===== config.mk =====
export PLATFORM = sky130hd
export DESIGN_NAME = srpm_ctrl
export DESIGN_NICKNAME = d
export VERILOG_FILES = /design/src/verilog/srpm_ctrl.v /design/src/verilog/srpm_sync2.v
export VERILOG_INCLUDE_DIRS = /design/src /design/src/verilog
export SDC_FILE = /design/constraint.sdc
export NUM_CORES = 1
export LEC_CHECK = 0
export ABC_CLOCK_PERIOD_IN_PS = 4400
export BUFFER_PORTS_ARGS = -buffer_cell sky130_fd_sc_hd__buf_4
export CORE_MARGIN = 2
export CORE_UTILIZATION = 59
export CTS_BUF_LIST = sky130_fd_sc_hd__clkbuf_16
export DETAILED_ROUTE_END_ITERATION = 16
export PLACE_DENSITY = 0.89
export SLEW_MARGIN = 25
export SYNTH_ARGS = -nofsm -noshare
export SYNTH_HDL_FRONTEND = slang
export SYNTH_SLANG_ARGS = --single-unit

===== constraint.sdc =====
create_clock -name i_clk -period 4.4 [get_ports i_clk]
set_clock_uncertainty 0.15 [all_clocks]
set_input_delay 0.88 -clock i_clk [delete_from_list [all_inputs] [get_ports i_clk]]
set_output_delay 0.88 -clock i_clk [all_outputs]
set_load 0.01 [all_outputs]

===== src/verilog/srpm_defs.vh =====
/*
 Constants for the sleep regulator power-mode controller: register offset,
 field positions, reset values and timing counts.
 Assumes a 100 MHz core clock and a plain register port with
 read data one cycle after the read strobe.
*/
`ifndef SRPM_DEFS_VH
`define SRPM_DEFS_VH

`define SRPM_ADDR_W 8
`define SRPM_REGCTL_OFFSET 8'h00
`define SRPM_LP_SEL_BIT 1
`define SRPM_RSVD_BIT 0
`define SRPM_LP_SEL_RESET 1'b0
`define SRPM_RSVD_VALUE 1'b1
`define SRPM_CAP_PIN_PA5 1'b0
// Wake-up stabilisation time, in ns, and derived cycles at 10 ns period
`define SRPM_WAKE_STAB_NS 2000
`define SRPM_CLK_PERIOD_NS 10
`define SRPM_WAKE_STAB_CYC ((`SRPM_WAKE_STAB_NS + `SRPM_CLK_PERIOD_NS - 1) / `SRPM_CLK_PERIOD_NS)
`define SRPM_CNT_W 16
// Capacitor charge time at power-up, in ns
`define SRPM_CAP_CHARGE_NS 100000
`define SRPM_CAP_CHARGE_CYC ((`SRPM_CAP_CHARGE_NS + `SRPM_CLK_PERIOD_NS - 1) / `SRPM_CLK_PERIOD_NS)

`endif


===== src/verilog/srpm_ctrl.v =====
/*
 Sleep regulator power-mode controller: control register, sleep mode
 selection, wake-up stabilisation delay, power-up capacitor-charge reset
 hold and capacitor pin decode.
 Assumes the core pulses sleep entry and wake events on i_clk, and that
 peripheral enables, charge-done and variant straps are pins.
*/
`include "srpm_defs.vh"

module srpm_ctrl #(
   parameter CAP_CHARGE_CYC = `SRPM_CAP_CHARGE_CYC
)
(
   // Clock and reset
   input wire i_clk,
   input wire i_sys_rst,
   // Register port
   input wire [`SRPM_ADDR_W-1:0] i_addr,
   input wire [7:0] i_wdata,
   input wire i_wr,
   input wire i_rd,
   output reg [7:0] o_rdata,
   // Core sleep handshake
   input wire i_sleep_instr,
   input wire i_wake_event,
   output wire o_sleeping,
   output wire o_exec_resume,
   // Peripherals enabled during sleep (pins)
   input wire i_incompat_periph_en,
   input wire i_brownout_reset_en,
   input wire i_watchdog_en,
   input wire i_pin_irq_en,
   input wire i_timer1_ext_en,
   input wire i_capture_unit_en,
   // Straps and analogue status (pins)
   input wire i_unregulated_variant,
   input wire i_cap_charged,
   input wire i_cap_pin_select,
   // Regulator and reset control
   output reg o_regulator_lowpower,
   output reg o_reference_lowpower,
   output wire o_regulator_enable,
   output reg o_core_rst,
   output wire o_regulator_cap_pin_pa5
);

   localparam [3:0] ST_RUN = 4'b0001;
   localparam [3:0] ST_SLEEP = 4'b0010;
   localparam [3:0] ST_STAB = 4'b0100;
   localparam [3:0] ST_PWRUP = 4'b1000;
   localparam [`SRPM_CNT_W-1:0] WAKE_CYC = `SRPM_WAKE_STAB_CYC;

   wire [4:0] periph_s;
   wire [2:0] strap_s;
   wire unreg_s;
   wire charged_s;
   wire capsel_s;
   wire lp_allowed;
   reg lp_sel_q;
   reg [3:0] state_q;
   reg [3:0] state_d;
   reg [`SRPM_CNT_W-1:0] stab_cnt_q;
   reg [31:0] chg_cnt_q;
   reg lp_sleep_q;
   wire lp_sleep_d;
   reg cap_pin_q;

   srpm_sync2 #(.W(5)) u_sync_periph (
      .i_clk(i_clk),
      .i_sys_rst(i_sys_rst),
      .i_async({i_brownout_reset_en, i_watchdog_en, i_pin_irq_en, i_timer1_ext_en, i_capture_unit_en}),
      .o_sync(periph_s)
   );

   srpm_sync2 #(.W(3)) u_sync_strap (
      .i_clk(i_clk),
      .i_sys_rst(i_sys_rst),
      .i_async({i_unregulated_variant, i_cap_charged, i_cap_pin_select}),
      .o_sync(strap_s)
   );

   wire incompat_s;
   srpm_sync2 #(.W(1)) u_sync_incompat (
      .i_clk(i_clk),
      .i_sys_rst(i_sys_rst),
      .i_async(i_incompat_periph_en),
      .o_sync(incompat_s)
   );

   assign unreg_s = strap_s[2];
   assign charged_s = strap_s[1];
   assign capsel_s = strap_s[0];

   // Listed peripherals never block low power; only incompatible ones do
   assign lp_allowed = ~incompat_s;

   // Mode taken at the entry edge so low-power outputs rise with sleep
   assign lp_sleep_d = (state_q == ST_RUN && i_sleep_instr) ? (lp_sel_q & lp_allowed & ~unreg_s) : lp_sleep_q;

   // Regulator has no off switch
   assign o_regulator_enable = 1'b1;

   // Control register
   always @(posedge i_clk or posedge i_sys_rst)
   begin
      if (i_sys_rst)
      begin
         lp_sel_q <= `SRPM_LP_SEL_RESET;
      end
      else if (i_wr && i_addr == `SRPM_REGCTL_OFFSET)
      begin
         lp_sel_q <= i_wdata[`SRPM_LP_SEL_BIT];
      end
   end

   always @(posedge i_clk or posedge i_sys_rst)
   begin
      if (i_sys_rst)
      begin
         o_rdata <= 8'h00;
      end
      else if (i_rd && i_addr == `SRPM_REGCTL_OFFSET)
      begin
         o_rdata <= 8'h00;
         o_rdata[`SRPM_LP_SEL_BIT] <= lp_sel_q & ~unreg_s;
         o_rdata[`SRPM_RSVD_BIT] <= `SRPM_RSVD_VALUE;
      end
      else
      begin
         o_rdata <= 8'h00;
      end
   end

   // Sequencer
   always @*
   begin
      state_d = state_q;
      case (state_q)
         ST_PWRUP:
         begin
            if (charged_s && chg_cnt_q == 32'h0000_0000)
            begin
               state_d = ST_RUN;
            end
         end
         ST_RUN:
         begin
            if (i_sleep_instr)
            begin
               state_d = ST_SLEEP;
            end
         end
         ST_SLEEP:
         begin
            if (i_wake_event)
            begin
               // Only a low-power sleep pays the delay
               state_d = lp_sleep_q ? ST_STAB : ST_RUN;
            end
         end
         ST_STAB:
         begin
            if (stab_cnt_q == {`SRPM_CNT_W{1'b0}})
            begin
               state_d = ST_RUN;
            end
         end
         default:
         begin
            state_d = ST_PWRUP;
         end
      endcase
   end

   always @(posedge i_clk or posedge i_sys_rst)
   begin
      if (i_sys_rst)
      begin
         state_q <= ST_PWRUP;
         stab_cnt_q <= {`SRPM_CNT_W{1'b0}};
         chg_cnt_q <= 32'h0000_0000;
         lp_sleep_q <= 1'b0;
         o_regulator_lowpower <= 1'b0;
         o_reference_lowpower <= 1'b0;
         o_core_rst <= 1'b1;
         cap_pin_q <= 1'b0;
      end
      else
      begin
         state_q <= state_d;
         if (state_q == ST_PWRUP)
         begin
            // Minimum charge time counted once charging is reported done
            if (!charged_s)
            begin
               chg_cnt_q <= CAP_CHARGE_CYC;
            end
            else if (chg_cnt_q != 32'h0000_0000)
            begin
               chg_cnt_q <= chg_cnt_q - 32'h0000_0001;
            end
            // Strap caught while reset is still held
            cap_pin_q <= capsel_s;
         end
         o_core_rst <= (state_d == ST_PWRUP);
         // Unregulated variant: no penalty, lowest power is intrinsic
         lp_sleep_q <= lp_sleep_d;
         if (state_q == ST_SLEEP && i_wake_event && lp_sleep_q)
         begin
            stab_cnt_q <= WAKE_CYC - {{(`SRPM_CNT_W-1){1'b0}}, 1'b1};
         end
         else if (state_q == ST_STAB && stab_cnt_q != {`SRPM_CNT_W{1'b0}})
         begin
            stab_cnt_q <= stab_cnt_q - {{(`SRPM_CNT_W-1){1'b0}}, 1'b1};
         end
         // Incompatible peripheral enabled mid-sleep forces normal power
         o_regulator_lowpower <= (state_d == ST_SLEEP) && lp_sleep_d && lp_allowed;
         o_reference_lowpower <= (state_d == ST_SLEEP) && lp_sleep_d && lp_allowed;
      end
   end

   assign o_sleeping = state_q[1];
   assign o_exec_resume = state_q[0];
   assign o_regulator_cap_pin_pa5 = (cap_pin_q == `SRPM_CAP_PIN_PA5);

endmodule


===== src/verilog/srpm_sync2.v =====
/*
 Two-flop synchroniser for a group of level inputs from outside the clock domain.
 Assumes the inputs are quasi-static levels.
*/
module srpm_sync2 #(
   parameter W = 1
)
(
   // Clock and reset
   input wire i_clk,
   input wire i_sys_rst,
   // Data
   input wire [W-1:0] i_async,
   output wire [W-1:0] o_sync
);

   reg [W-1:0] meta_q;
   reg [W-1:0] sync_q;

   always @(posedge i_clk or posedge i_sys_rst)
   begin
      if (i_sys_rst)
      begin
         meta_q <= {W{1'b0}};
         sync_q <= {W{1'b0}};
      end
      else
      begin
         meta_q <= i_async;
         sync_q <= meta_q;
      end
   end

   assign o_sync = sync_q;

endmodule

==> flow_summary_export.csv <==
group,metric,value,unit
power_and_ir_drop,powerDensity,417.6,mW/mm2
final_layout,diodes,0,
final_layout,layout_common_cells,"dfrtp_1 (65), nor2_1 (32), buf_4 (30)",
synthesis,synth_edf_count,0,
synthesis,yosysWarningCount,0,
routing,vias,3154,
critical_path,ff2ff_path_depth,5,
sta,setup_viol,0,
floorplanning,floorplan.rows,28,
critical_path,cp.required,4.44,ns
clock_network,cts_hold_buf,0,
clock_network,cts_max_level,3,
global_route,grt_start_max_net_pins,49,
sta,hold_viol_final,0,
final_layout,num-fill-cells,442,
sta,slew_headroom,36.53,%
clock_network,clk_latency,0.33,ns
power_and_ir_drop,power.leakage,1.666,nW
routing,routedWlPerCell,18.39,um
floorplanning,pin_count,46,
critical_path,r2r_end,"chg_cnt_q[20]",
synthesis,syn_inst,375,
status,status,"finished, final reports clean",
global_route,track_usage,28.94,%
clock_network,cts_root_buffer,"clkbuf_16",
critical_path,cp-end-kind,"flip-flop",
critical_path,cp-start-kind,"flip-flop",
synthesis,ys_seq_area_share,46.81,%
synthesis,synth.top_cells.by_area,"dfrtp_1 (45%), nor2_1 (3.3%), nand2_1 (2.6%)",
placement,place_hpwl,5498,um
hold_path,hold_end,"u_sync_strap.o_sync[1]",
global_route,antenna_found_initial,0,
floorplanning,die_area,0.006720,mm2
critical_path,criticalPathCategory,"reg2reg",
final_layout,layout-drive-gt1-share,16.00,%
routing,vias_per_cell,6.640,
clock_network,cts_resized,0,
synthesis,synth_flop_cell,"dfrtp_1",
clock_network,cts_tree,"done",
synthesis,ys_types,62,
sta,period_share,78.19,%
routing,antenna_left,0,
global_route,grt_remaining_overflow,0,
sta,slew_viol_final,0,
synthesis,synth-async-reset-ratio,100.0,%
global_route,grt_pass1_vias,3144,
routing,drt_wl_total,8735,um
synthesis,synth_seq_cells,67,
clock_network,cts_made_buffers,9,
sta,fin_hold_ws,0.1963,ns
critical_path,worstPathArrival,3.48,ns
global_route,grt_pass1_wl,14810,um
sta,period_needed,3.440,ns
sta,fmax,290.7,MHz
clock_network,clk_pin_slew,0.05,ns
routing,drc,0,
critical_path,reg2reg_slack,0.96,ns
sta,fin_setup_tns,0,ns
synthesis,yosysTopAreaCell,"dfrtp_1",
routing,dr.pass1.iters,5,
hold_path,min-delay-start,"u_sync_strap.meta_q[1]",
placement,gp_congestion,0.8254,
hold_path,min_path_cells,0,
clock_network,post_cts_buffers,0,
clock_network,clock_path_buffers,2,
final_layout,syn_to_final_growth,13.85,%
floorplanning,die_x,81.98,um
power_and_ir_drop,ir_drop,283.7,uV
sta,worstMarginPinSlew,0.9434,ns
job,cap_viol_max_count,0,
floorplanning,core_area,0.005886,mm2
hold_path,hp-class,"reg2reg",
routing,drt_iter0_drc,401,
floorplanning,initial_core_util,60.95,%
clock_network,cts.sinks,67,
synthesis,yosysTopAreaCellShare,45.34,%
placement,port_buffers,26,
synthesis,synth.avg_cell_area,9.566,um2
final_layout,nNetsFinal,429,
critical_path,r2r_start,"u_sync_strap.o_sync[1]",
sta,rsz0062_at_grt,"false",
floorplanning,fp.dieH,81.98,um
synthesis,syn-cell-area,0.003587,mm2
final_layout,layout_commonest_cell,"dfrtp_1",
critical_path,cp_max_fo,23,
[report_power, final]
part / switching [mW] / total [mW] / internal (mW)
Combinational: 0.179 / 0.286 / 0.107
Clock: 0.270 / 0.706 / 0.436
Sequential: 0.0549 / 0.714 / 0.659
[how the worst max path moves through the flow]
stage / from / end / slack, ns / cells after the start
after floorplan: i_sys_rst / cap_pin_q / 1.69 / 1
after global placement: u_sync_strap.o_sync[1] / chg_cnt_q[20] / 1.23 / 5
after detailed placement: u_sync_strap.o_sync[1] / chg_cnt_q[20] / 1.14 / 5
after CTS: u_sync_strap.o_sync[1] / chg_cnt_q[20] / 1.09 / 5
after global routing: u_sync_strap.o_sync[1] / chg_cnt_q[20] / 0.85 / 5
final: u_sync_strap.o_sync[1] / chg_cnt_q[20] / 0.96 / 5
[state kept, by name, indices dropped and copies added (netlist names), 2 cells and up]
name / cells
chg_cnt_q: 32
stab_cnt_q: 16
u_sync_strap.o_sync: 3
state_q: 4
o_rdata: 2
u_sync_strap.meta_q: 3
[metrics by stage]
stage | cells | total power [mW] | setup slack (ns) | util [%] | area (um2)
final | 475 | 1.706 | 0.9596 | 69.39 | 4084
after global routing | 475 | 1.774 | 0.8471 | 69.39 | 4084
after CTS | 475 | 1.705 | 1.095 | 69.37 | 4083
after detailed placement | 459 | 1.004 | 1.144 | 64.37 | 3789
after global placement | 459 | 0.9888 | 1.230 | 64.37 | 3789
after floorplan | 380 | 0.9187 | 1.690 | - | 3606
[layout make-up]
type | count | area, um2 | share of cell area, %
Sequential cell | 67 | 1679 | 41.12
Timing Repair Buffer | 30 | 225.2 | 5.515
Clock buffer | 9 | 225.2 | 5.515
Tap cell | 75 | 93.84 | 2.298
Inverter | 10 | 38.79 | 0.9498
Clock inverter | 7 | 68.82 | 1.685
Multi-Input combinational cell | 277 | 1753 | 42.92
[critical path, stage by stage (launching register included)]
cell and delay, ns:
dfrtp_1 0.88, inv_1 0.42, nor3_1 0.45, nand4_2 0.54, nand2_1 0.68, o32ai_1 0.16
[metal layers]
metal | up-vias | track usage (%) | wire length [um]
met3 | 24 | 6.703 | 636
met5 | - | 0 | 0
met4 | 0 | 13.33 | 214
li1 | 1444 | - | -
met2 | 161 | 48.46 | 4336
met1 | 1525 | 35.40 | 3547
[logic make-up after synthesis]
logic type                 share of synthesized area (%)
AOI/OAI and AO/OA                                  17.55
xor gates and xnor gates                           3.418
adders and majority gates                          1.047
buffers and inverters                              5.023
DFF                                                46.81
muxes                                             0.3139
other                                             0.2094
and+or+nand+nor                                    25.64
[Yosys cell counts, drive strengths merged, types with 2 or more instances]
library cell,n
a31oi,12
and4,4
and3,2
inv,10
o31ai,13
o41ai,4
a21oi,14
or3,7
nor4,17
a2bb2oi,2
clkbuf,13
nand4b,2
buf,13
dfrtp,65
nor2,33
a22o,3
xor2,4
nor3,15
nand2b,2
or4,9
or4b,4
a41oi,3
nand4,6
xnor2,10
and3b,2
nand2,25
conb,2
nor4b,3
ha,3
dfstp,2
nand3b,3
o31a,2
o211ai,2
o21ai,31
nand3,15
and2,3
nor3b,2
Power figures use the tool's default switching activity.
